[config.mk]
export PLATFORM = sky130hd
export DESIGN_NAME = cmp_input_select_regs
export DESIGN_NICKNAME = d
export VERILOG_FILES = /design/src/verilog/cmp_sel_pkg.sv /design/src/verilog/cmp_input_select_regs.sv /design/src/verilog/cmp_sel_field.sv /design/src/verilog/cmp_apb_slave.sv
export SDC_FILE = /design/constraint.sdc
export NUM_CORES = 1
export LEC_CHECK = 0
export ABC_CLOCK_PERIOD_IN_PS = 5000
export CORE_UTILIZATION = 46
export DETAILED_ROUTE_END_ITERATION = 10
export DONT_BUFFER_PORTS = 1
export PLACE_DENSITY = 0.66
export SLEW_MARGIN = 30
export SYNTH_ARGS = -nofsm -noshare
export SYNTH_HDL_FRONTEND = slang
export SYNTH_SLANG_ARGS = --single-unit
[constraint.sdc]
create_clock -name CLK -period 5 [get_ports CLK]
set_clock_uncertainty 0.2 [all_clocks]
set_input_delay 0.75 -clock CLK [delete_from_list [all_inputs] [get_ports CLK]]
set_output_delay 0.75 -clock CLK [all_outputs]
set_load 0.05 [all_outputs]
[src/verilog/cmp_sel_pkg.sv]
// shared offsets, field layout and reset values of the comparator input select register
package cmp_sel_pkg;
  // -----------------------------------------------------------------
  // register map
  // -----------------------------------------------------------------
  localparam logic [11:0] ANALOG_COMPARATOR_CONFIG_OFS = 12'h00C;
  localparam int ADDR_W = 12;
  // -----------------------------------------------------------------
  // field positions
  // -----------------------------------------------------------------
  localparam int CMP_B_POS_LSB = 28;
  localparam int CMP_B_NEG_LSB = 24;
  localparam int CMP_A_POS_LSB = 20;
  localparam int CMP_A_NEG_LSB = 16;
  localparam int CMP_B_PD_BIT = 1;
  localparam int CMP_A_PD_BIT = 0;
  localparam int SEL_W = 4;
  // -----------------------------------------------------------------
  // reset values
  // -----------------------------------------------------------------
  localparam logic [3:0] SEL_RESET = 4'h0;
  localparam logic PD_RESET = 1'b1;
  localparam logic [31:0] RDATA_IDLE = 32'h0000_0000;
  // -----------------------------------------------------------------
  // carriers
  // -----------------------------------------------------------------
  typedef struct packed {
    logic psel;
    logic penable;
    logic pwrite;
    logic [ADDR_W-1:0] paddr;
    logic [31:0] pwdata;
  } apb_req_s;
  typedef struct packed {
    logic [3:0] b_pos;
    logic [3:0] b_neg;
    logic [3:0] a_pos;
    logic [3:0] a_neg;
    logic b_pd;
    logic a_pd;
  } cmp_cfg_s;
endpackage

[src/verilog/cmp_input_select_regs.sv]
// comparator input routing and power-down register behind apb
//
// What this block does
// Bits 31:28 hold comparator b positive select, read/write, reset to zero.
// Bits 27:24 hold comparator b negative select, one-hot onto analog pins 0 to 3.
// Bits 23:20 hold comparator a positive select, one-hot onto analog pins 4 to 7.
// Bits 19:16 hold comparator a negative select, read/write, reset to zero.
// Software writes only zero or a one-hot code into a select field.
// Software leaves a select at zero only while that comparator is powered down.
// Software sets the pin to its analog function before enabling a comparator.
// Bits 1 and 0 power down comparators b and a, reset to one, zero enables.
// Hysteresis bits 3:2 and reserved bits 15:4 read as zero and ignore writes.
// Each stored select drives its mux control output the cycle after the write.
//
// Design decision made here: the APB slave port.
`timescale 1ns/10ps
module cmp_input_select_regs (
  input wire logic CLK,
  input wire logic RST,
  input wire logic PSEL,
  input wire logic PENABLE,
  input wire logic PWRITE,
  input wire logic [11:0] PADDR,
  input wire logic [31:0] PWDATA,
  output logic PREADY,
  output logic PSLVERR,
  output logic [31:0] PRDATA,
  output logic [3:0] CMP_B_POSITIVE_SOURCE,
  output logic [3:0] CMP_B_NEGATIVE_SOURCE,
  output logic [3:0] CMP_A_POSITIVE_SOURCE,
  output logic [3:0] CMP_A_NEGATIVE_SOURCE,
  output logic CMP_B_POWER_DOWN,
  output logic CMP_A_POWER_DOWN
);
  import cmp_sel_pkg::*;
  // -----------------------------------------------------------------
  // bus front end
  // -----------------------------------------------------------------
  apb_req_s req;
  logic wr_hit;
  logic [31:0] rd_word;
  logic [15:0] sel_all;
  logic [1:0] pd_q;
  logic [1:0] pd_d;
  cmp_cfg_s cfg;

  assign req = '{psel: PSEL, penable: PENABLE, pwrite: PWRITE, paddr: PADDR, pwdata: PWDATA};

  cmp_apb_slave u_bus (
    .CLK(CLK),
    .RST(RST),
    .req(req),
    .rd_word(rd_word),
    .wr_hit(wr_hit),
    .pready_q(PREADY),
    .pslverr_q(PSLVERR),
    .prdata_q(PRDATA)
  );
  // -----------------------------------------------------------------
  // select fields
  // -----------------------------------------------------------------
  // codes are stored as written; reserved codes are not filtered, so the mux
  // control follows software exactly and a bad code stays visible on read-back
  // four r/w select fields
  genvar gi;
  generate
    for (gi = 0; gi < 4; gi++) begin : g_sel
      cmp_sel_field u_fld (
        .CLK(CLK),
        .RST(RST),
        .wr_en(wr_hit),
        .wr_val(PWDATA[CMP_A_NEG_LSB + gi*SEL_W +: SEL_W]),
        .sel_q(sel_all[gi*SEL_W +: SEL_W])
      );
    end
  endgenerate
  // -----------------------------------------------------------------
  // power-down bits
  // -----------------------------------------------------------------
  // pd bits reset to disabled
  always_comb begin
    pd_d = pd_q;
    if (wr_hit) begin
      pd_d = {PWDATA[CMP_B_PD_BIT], PWDATA[CMP_A_PD_BIT]};
    end
  end
  always_ff @(posedge CLK) begin
    if (RST) begin
      pd_q <= {PD_RESET, PD_RESET};
    end else begin
      pd_q <= pd_d;
    end
  end
  // -----------------------------------------------------------------
  // read word and mux controls
  // -----------------------------------------------------------------
  // hysteresis and reserved read zero
  always_comb begin
    rd_word = RDATA_IDLE;
    rd_word[CMP_A_NEG_LSB +: 16] = sel_all;
    rd_word[CMP_B_PD_BIT] = pd_q[1];
    rd_word[CMP_A_PD_BIT] = pd_q[0];
  end
  always_comb begin
    cfg.b_pos = sel_all[15:12];
    cfg.b_neg = sel_all[11:8];
    cfg.a_pos = sel_all[7:4];
    cfg.a_neg = sel_all[3:0];
    cfg.b_pd = pd_q[1];
    cfg.a_pd = pd_q[0];
  end
  // controls straight from the field flops
  assign CMP_B_POSITIVE_SOURCE = cfg.b_pos;
  assign CMP_B_NEGATIVE_SOURCE = cfg.b_neg;
  assign CMP_A_POSITIVE_SOURCE = cfg.a_pos;
  assign CMP_A_NEGATIVE_SOURCE = cfg.a_neg;
  assign CMP_B_POWER_DOWN = cfg.b_pd;
  assign CMP_A_POWER_DOWN = cfg.a_pd;
  // -----------------------------------------------------------------
  // checks
  // -----------------------------------------------------------------
  logic past_valid_q;
  logic past_valid_d;
  always_comb begin
    past_valid_d = 1'b1;
  end
  always_ff @(posedge CLK) begin
    if (RST) begin
      past_valid_q <= 1'b0;
    end else begin
      past_valid_q <= past_valid_d;
    end
  end

  bpos_write_a: assert property (@(posedge CLK) disable iff (RST)
    wr_hit |=> CMP_B_POSITIVE_SOURCE == $past(PWDATA[31:28]))
    else $error("comparator b positive select did not take the write");
  bneg_hold_a: assert property (@(posedge CLK) disable iff (RST)
    past_valid_q && !$past(wr_hit) |-> $stable(CMP_B_NEGATIVE_SOURCE))
    else $error("comparator b negative select changed without a write");
  apos_write_a: assert property (@(posedge CLK) disable iff (RST)
    wr_hit |=> CMP_A_POSITIVE_SOURCE == $past(PWDATA[23:20]))
    else $error("comparator a positive select did not take the write");
  aneg_reset_a: assert property (@(posedge CLK)
    RST |=> CMP_A_NEGATIVE_SOURCE == 4'h0 && CMP_B_POSITIVE_SOURCE == 4'h0)
    else $error("select fields not cleared by reset");
  pd_reset_a: assert property (@(posedge CLK)
    RST |=> CMP_A_POWER_DOWN && CMP_B_POWER_DOWN)
    else $error("power-down bits not set by reset");
  pd_write_a: assert property (@(posedge CLK) disable iff (RST)
    wr_hit |=> CMP_B_POWER_DOWN == $past(PWDATA[1]) && CMP_A_POWER_DOWN == $past(PWDATA[0]))
    else $error("power-down bits did not take the write");
  reserved_zero_a: assert property (@(posedge CLK) disable iff (RST)
    PREADY |-> PRDATA[15:2] == 14'h0000)
    else $error("reserved or hysteresis bits read nonzero");
  readback_a: assert property (@(posedge CLK) disable iff (RST)
    PSEL && PENABLE && !PWRITE && !PREADY && PADDR == ANALOG_COMPARATOR_CONFIG_OFS
    |=> PRDATA[31:16] == {CMP_B_POSITIVE_SOURCE, CMP_B_NEGATIVE_SOURCE,
                          CMP_A_POSITIVE_SOURCE, CMP_A_NEGATIVE_SOURCE})
    else $error("read data does not match the mux controls");

  // -----------------------------------------------------------------
  // bus answer checks
  // -----------------------------------------------------------------
  // one wait state
  ready_wait_a: assert property (@(posedge CLK) disable iff (RST)
    PSEL && PENABLE && !PREADY
    |=> PREADY)
    else $error("no answer in the second access cycle");

  // answer lasts one cycle
  ready_pulse_a: assert property (@(posedge CLK) disable iff (RST)
    PREADY
    |=> !PREADY)
    else $error("ready stood for more than one cycle");

  // no unasked answer
  ready_idle_a: assert property (@(posedge CLK) disable iff (RST)
    !(PSEL && PENABLE)
    |=> !PREADY)
    else $error("ready raised outside an access phase");

  // error only with answer
  err_ready_a: assert property (@(posedge CLK) disable iff (RST)
    PSLVERR
    |-> PREADY)
    else $error("error flag raised without ready");

  // unmapped access refused
  err_unmapped_a: assert property (@(posedge CLK) disable iff (RST)
    PSEL && PENABLE && !PREADY && PADDR != ANALOG_COMPARATOR_CONFIG_OFS
    |=> PSLVERR && PRDATA == 32'h0000_0000)
    else $error("unmapped access not refused with zero data");

  // mapped access accepted
  err_mapped_a: assert property (@(posedge CLK) disable iff (RST)
    PSEL && PENABLE && !PREADY && PADDR == ANALOG_COMPARATOR_CONFIG_OFS
    |=> !PSLVERR)
    else $error("mapped access answered with an error");

  // read bus quiet between answers
  rdata_idle_a: assert property (@(posedge CLK) disable iff (RST)
    !PREADY
    |-> PRDATA == 32'h0000_0000)
    else $error("read data nonzero outside an answer");

  // writes return no data
  wdata_quiet_a: assert property (@(posedge CLK) disable iff (RST)
    PSEL && PENABLE && PWRITE && !PREADY
    |=> PRDATA == 32'h0000_0000)
    else $error("write answer carried read data");

  // bus answer reset
  bus_reset_a: assert property (@(posedge CLK)
    RST
    |=> !PREADY && !PSLVERR && PRDATA == 32'h0000_0000)
    else $error("bus answer not cleared by reset");

  // -----------------------------------------------------------------
  // field checks
  // -----------------------------------------------------------------
  // negative select write
  bneg_write_a: assert property (@(posedge CLK) disable iff (RST)
    wr_hit
    |=> CMP_B_NEGATIVE_SOURCE == $past(PWDATA[27:24]))
    else $error("comparator b negative select did not take the write");

  // negative select write
  aneg_write_a: assert property (@(posedge CLK) disable iff (RST)
    wr_hit
    |=> CMP_A_NEGATIVE_SOURCE == $past(PWDATA[19:16]))
    else $error("comparator a negative select did not take the write");

  // negative select reset
  bneg_reset_a: assert property (@(posedge CLK)
    RST
    |=> CMP_B_NEGATIVE_SOURCE == 4'h0)
    else $error("comparator b negative select not cleared by reset");

  // positive select reset
  apos_reset_a: assert property (@(posedge CLK)
    RST
    |=> CMP_A_POSITIVE_SOURCE == 4'h0)
    else $error("comparator a positive select not cleared by reset");

  // positive select holds
  bpos_hold_a: assert property (@(posedge CLK) disable iff (RST)
    past_valid_q && !$past(wr_hit)
    |-> $stable(CMP_B_POSITIVE_SOURCE))
    else $error("comparator b positive select changed without a write");

  // positive select holds
  apos_hold_a: assert property (@(posedge CLK) disable iff (RST)
    past_valid_q && !$past(wr_hit)
    |-> $stable(CMP_A_POSITIVE_SOURCE))
    else $error("comparator a positive select changed without a write");

  // negative select holds
  aneg_hold_a: assert property (@(posedge CLK) disable iff (RST)
    past_valid_q && !$past(wr_hit)
    |-> $stable(CMP_A_NEGATIVE_SOURCE))
    else $error("comparator a negative select changed without a write");

  // power-down bits hold
  pd_hold_a: assert property (@(posedge CLK) disable iff (RST)
    past_valid_q && !$past(wr_hit)
    |-> $stable(CMP_B_POWER_DOWN) && $stable(CMP_A_POWER_DOWN))
    else $error("power-down bits changed without a write");

  // power-down read-back
  pd_readback_a: assert property (@(posedge CLK) disable iff (RST)
    PSEL && PENABLE && !PWRITE && !PREADY && PADDR == ANALOG_COMPARATOR_CONFIG_OFS
    |=> PRDATA[1:0] == {CMP_B_POWER_DOWN, CMP_A_POWER_DOWN})
    else $error("power-down bits read back wrong");

  // hysteresis reads zero
  hyst_zero_a: assert property (@(posedge CLK) disable iff (RST)
    PREADY
    |-> PRDATA[3:2] == 2'h0)
    else $error("hysteresis bits read nonzero");

  // -----------------------------------------------------------------
  // no stray stores
  // -----------------------------------------------------------------
  // a refused write must not touch a field, or a bad address could enable a comparator
  // unmapped write ignored
  unmapped_keep_a: assert property (@(posedge CLK) disable iff (RST)
    PSEL && PENABLE && PREADY && PADDR != ANALOG_COMPARATOR_CONFIG_OFS
    |=> $stable(CMP_B_POSITIVE_SOURCE) && $stable(CMP_A_NEGATIVE_SOURCE)
      && $stable(CMP_B_POWER_DOWN) && $stable(CMP_A_POWER_DOWN))
    else $error("unmapped write changed a mux control");

  // no store before ready
  early_keep_a: assert property (@(posedge CLK) disable iff (RST)
    PSEL && PENABLE && !PREADY
    |=> $stable(CMP_B_NEGATIVE_SOURCE) && $stable(CMP_A_POSITIVE_SOURCE))
    else $error("a field changed before the answer");

  // reads store nothing
  read_keep_a: assert property (@(posedge CLK) disable iff (RST)
    PSEL && PENABLE && !PWRITE
    |=> $stable(CMP_B_POSITIVE_SOURCE) && $stable(CMP_A_POSITIVE_SOURCE))
    else $error("a read changed a select field");

  // idle bus stores nothing
  idle_keep_a: assert property (@(posedge CLK) disable iff (RST)
    !PSEL
    |=> $stable(CMP_B_NEGATIVE_SOURCE) && $stable(CMP_A_NEGATIVE_SOURCE))
    else $error("a select field changed while the bus was idle");
endmodule

[src/verilog/cmp_sel_field.sv]
// one 4-bit select field held in a register, any code stored as written
`timescale 1ns/10ps
module cmp_sel_field (
  input wire logic CLK,
  input wire logic RST,
  input wire logic wr_en,
  input wire logic [3:0] wr_val,
  output logic [3:0] sel_q
);
  import cmp_sel_pkg::*;
  logic [3:0] sel_d;
  always_comb begin
    sel_d = wr_en ? wr_val : sel_q;
  end
  always_ff @(posedge CLK) begin
    if (RST) begin
      sel_q <= SEL_RESET;
    end else begin
      sel_q <= sel_d;
    end
  end
endmodule

[src/verilog/cmp_apb_slave.sv]
// apb slave front end: decodes the single config word, answers with one wait state
`timescale 1ns/10ps
module cmp_apb_slave (
  input wire logic CLK,
  input wire logic RST,
  input wire cmp_sel_pkg::apb_req_s req,
  input wire logic [31:0] rd_word,
  output logic wr_hit,
  output logic pready_q,
  output logic pslverr_q,
  output logic [31:0] prdata_q
);
  import cmp_sel_pkg::*;
  logic pready_d;
  logic pslverr_d;
  logic [31:0] prdata_d;
  logic hit;
  // -----------------------------------------------------------------
  // decode
  // -----------------------------------------------------------------
  always_comb begin
    hit = (req.paddr == ANALOG_COMPARATOR_CONFIG_OFS);
    // answer in the second access cycle; pready_q low in the first means a new access
    pready_d = req.psel && req.penable && !pready_q;
    pslverr_d = pready_d && !hit;
    prdata_d = RDATA_IDLE;
    if (pready_d && !req.pwrite && hit) begin
      prdata_d = rd_word;
    end
  end
  // write lands at the edge where the master sees pready high
  assign wr_hit = req.psel && req.penable && pready_q && req.pwrite && hit;
  always_ff @(posedge CLK) begin
    if (RST) begin
      pready_q <= 1'b0;
      pslverr_q <= 1'b0;
      prdata_q <= RDATA_IDLE;
    end else begin
      pready_q <= pready_d;
      pslverr_q <= pslverr_d;
      prdata_q <= prdata_d;
    end
  end
endmodule

==> summary.txt <==
STA
  – Final period util: 49.8%
  – Final hold vios: 0
  – Fin worst setup slack: ~2.5 ns
  – Slew of the pin with the lowest slew margin: approximately 0.91 ns
  – Hold WS: around 0.26 ns
  – Max-slew violations: 0
  – # setup viols final: 0
  – Fmax: around 0.40 GHz
  – Slew margin rel.: about two fifths
  – Setup Total Neg Slack: 0 ns
  – RSZ-0062 raised after global routing: false
  – Final Critical Period: about 2.5 ns

Place
  – Placed instance area: around 1600 um^2
  – Pre-CTS WS: ~2.2 ns
  – RePlAce Congestion: 0.688
  – DP HPWL: around 1.8 mm
  – Number of I/O port buffers: 0

Synthesis
  – Post-synth ARST share: 0%
  – Synthesis warning total: 0
  – Mapped Avg Cell Area: approximately 11 um^2
  – Synth Register Bits: 38
  – Synth area leaders: dfxtp_1 48%, nand2b_1 13%, mux2i_1 11%
  – Yosys cell types: 19
  – Syn Inst Count: approximately 140
  – Top cell type's share of synthesized area: about 48%
  – Yosys top cell by area: dfxtp_1
  – Mapped Area: 1600 um^2
  – Sequential area share after synthesis: a little under half
  – Post-synth EDFFs: 0
  – Dominant synthesized flop cell: dfxtp_1

Global route
  – First-pass GRT wire length: 3.66 mm
  – Global-route usage over all layers: between 10 and 15%
  – Vias in the first global route: 771
  – Gr ovfl total: 0
  – Initial antenna violation count: 0
  – Largest net degree at the start of global routing: 38

Final layout
  – Layout area overhead: 1.25%
  – Number of nets in the layout: 190
  – # fillers: around 320
  – Most common cell after layout, fill and taps aside: dfxtp_1
  – Commonest non-fill, non-tap cells in the layout: 38 x dfxtp_1, 32 x nand2b_1, 18 x mux2i_1, 14 x conb_1, 10 x nor3b_2
  – Design Area, Final: around 1600 um^2
  – Share of cells above drive strength 1: between 10% and 20%
  – Register cell area after layout: approximately 760 um^2
  – Antenna Cells: 0
  – Final Core Density: around half
  – Multi-input logic area: slightly above 700 um^2

Floorplan
  – # rows: 21
  – Die H: between 60 and 70 um
  – Area of the die: ~3700 um^2
  – Core Box Area: ~3300 um^2
  – Die X: just over 60 um
  – IO Pins: 101
  – Initial Utilization: about 48%

Clocking
  – Total CTS buffers: 5
  – CTS hold repair buffers: 0
  – TritonCTS clock tree: built
  – Clk_lat worst skew: roughly 0.34 ns
  – CTS Sinks: 38
  – CTS clk-pin slew, worst paths: about 0.11 ns
  – Max Buffers Root-to-Sink: 2
  – Resize count post-CTS: 0
  – Post-CTS setup buffers: 0
  – Root Buffer: clkbuf_4
  – Depth of the CTS H-tree: 2

Setup path
  – RR Endpoint: u_bus.prdata_q[25]$_SDFF_PP0_
  – Req. time, crit path: 5.06 ns
  – Max stage delay cell, worst path: or4b_1
  – Critical path arrival: between 2 and 3 ns
  – R2R Setup Slk: about 2.7 ns
  – Crit Path Class: input pin to flip-flop
  – CP endpoint kind: flip-flop
  – Startpoint Class: input pin
  – Crit path buf inv count: 0
  – CP cell instances: or4_4 -> or4b_1 -> nor3b_1
  – Worst r2r src: u_bus.pready_q$_SDFF_PP0_
  – Crit path max-delay family: simple AND/OR/NAND/NOR gates
  – R2R depth: 3
  – Slowest stage delay, CP: between 0.9 and 1 ns
  – Crit path max fanout: 18

Power and ir drop
  – Combinational power share: 6.5%
  – Lkg Pwr: approximately 0.53 nW
  – Internal power: 378 uW
  – Sw frac: ~25%
  – Pwr dens: about 310 nW/um^2
  – Sequential Power Share: about three fifths
  – Clock share of power: between 30% and 40%
  – Sw power: around 130 uW
  – Max VDD drop: approximately 100 uV

Hold path
  – HP Start: PWRITE
  – Hold EP: u_bus.prdata_q[29]$_SDFF_PP0_
  – Hold path cells: 1
  – Worst Hold Class: input pin to flip-flop

Route
  – Avg Vias per Cell: 5.04
  – Wire length per cell: 14.0 um
  – Via count: about 950
  – DRC Markers: 0
  – First-pass iteration count of the detailed router: 6
  – Drt total wl: 2.64 mm
  – Post-route ant nets: 0
  – Initial DRC count: 59

Run status
  – Status: complete, no violations

Job
  – Max-cap violations: 0
## sequential cells by signal, indices dropped and copies added (netlist names)
signal             count
u_bus.prdata_q        18
u_bus.pready_q         1
u_bus.pslverr_q        1
pd_q                   2
g_sel.u_fld.sel_q     16
## worst reg2reg max path, delay by kind of cell (launching register included)
kind / cells / cell delay [ns]
flops: 1 / 0.51
simple gates: 3 / 1.57
## kinds of logic (layout without fill, tap and decap cells)
kind of cell | after synthesis | count (layout) | synth area share, %
other | 1 | 14 | 0.235
DFF | 38 | 38 | 47.7
AOI/OAI and AO/OA | 1 | 1 | 0.627
and+or+nand+nor | 61 | 61 | 29.4
muxes | 18 | 18 | 11.3
buffers and inverters | 24 | 10 | 10.7
## power groups by stage
| stage | clock network (mW) | logic, mW | registers (mW) |
|---|---|---|---|
| CTS | 0.175 | 0.0330 | 0.306 |
| floorplan | 0 | 0.0457 | 0.313 |
| global placement | 0 | 0.0326 | 0.313 |
| finish | 0.169 | 0.0331 | 0.306 |
| detailed placement | 0 | 0.0330 | 0.313 |
| global route | 0.187 | 0.0348 | 0.306 |
## cell usage after synthesis (2+ instances only)
cell type,count
or4_4,2
nor3b_1,8
nor3b_2,10
clkbuf_1,6
dfxtp_1,38
nand2b_1,32
mux2i_1,18
nor2_1,4
buf_4,15
## stage by stage
stage                     power (mW)  instances
after floorplan                0.358        156
after global placement         0.345        180
after detailed placement       0.346        180
after CTS                      0.514        188
after global routing           0.528        188
final                          0.508        188
## area by class of cell
type,count,share of cell area [%]
timing repair buffer,2,0.930
clock inverter,2,0.775
sequential,38,47.1
tap,46,3.56
clock buffer,6,3.18
multi-input combinational,94,44.5
## worst max path at each step
stage	slack, ns	cells past startpoint	from	to
after CTS	2.51	3	PADDR[4]	u_bus.prdata_q[24]$_SDFF_PP0_
final	2.51	3	PADDR[4]	u_bus.prdata_q[25]$_SDFF_PP0_
after global placement	2.16	3	PADDR[4]	u_bus.prdata_q[19]$_SDFF_PP0_
after floorplan	2.50	5	PADDR[4]	u_bus.prdata_q[0]$_SDFF_PP0_
after global routing	2.42	3	PADDR[4]	u_bus.prdata_q[21]$_SDFF_PP0_
after detailed placement	2.15	3	PADDR[4]	u_bus.prdata_q[21]$_SDFF_PP0_
## layer usage
metal | GRT usage [%] | up-vias | share of wire (%)
met5 | 0 | - | 0
met3 | 4.69 | 7 | 6.9
met4 | 10.7 | 0 | 2.4
li1 | - | 442 | -
met2 | 22.9 | 55 | 48
met1 | 15.9 | 444 | 42
No activity file was read; power rests on OpenSTA's default activity.
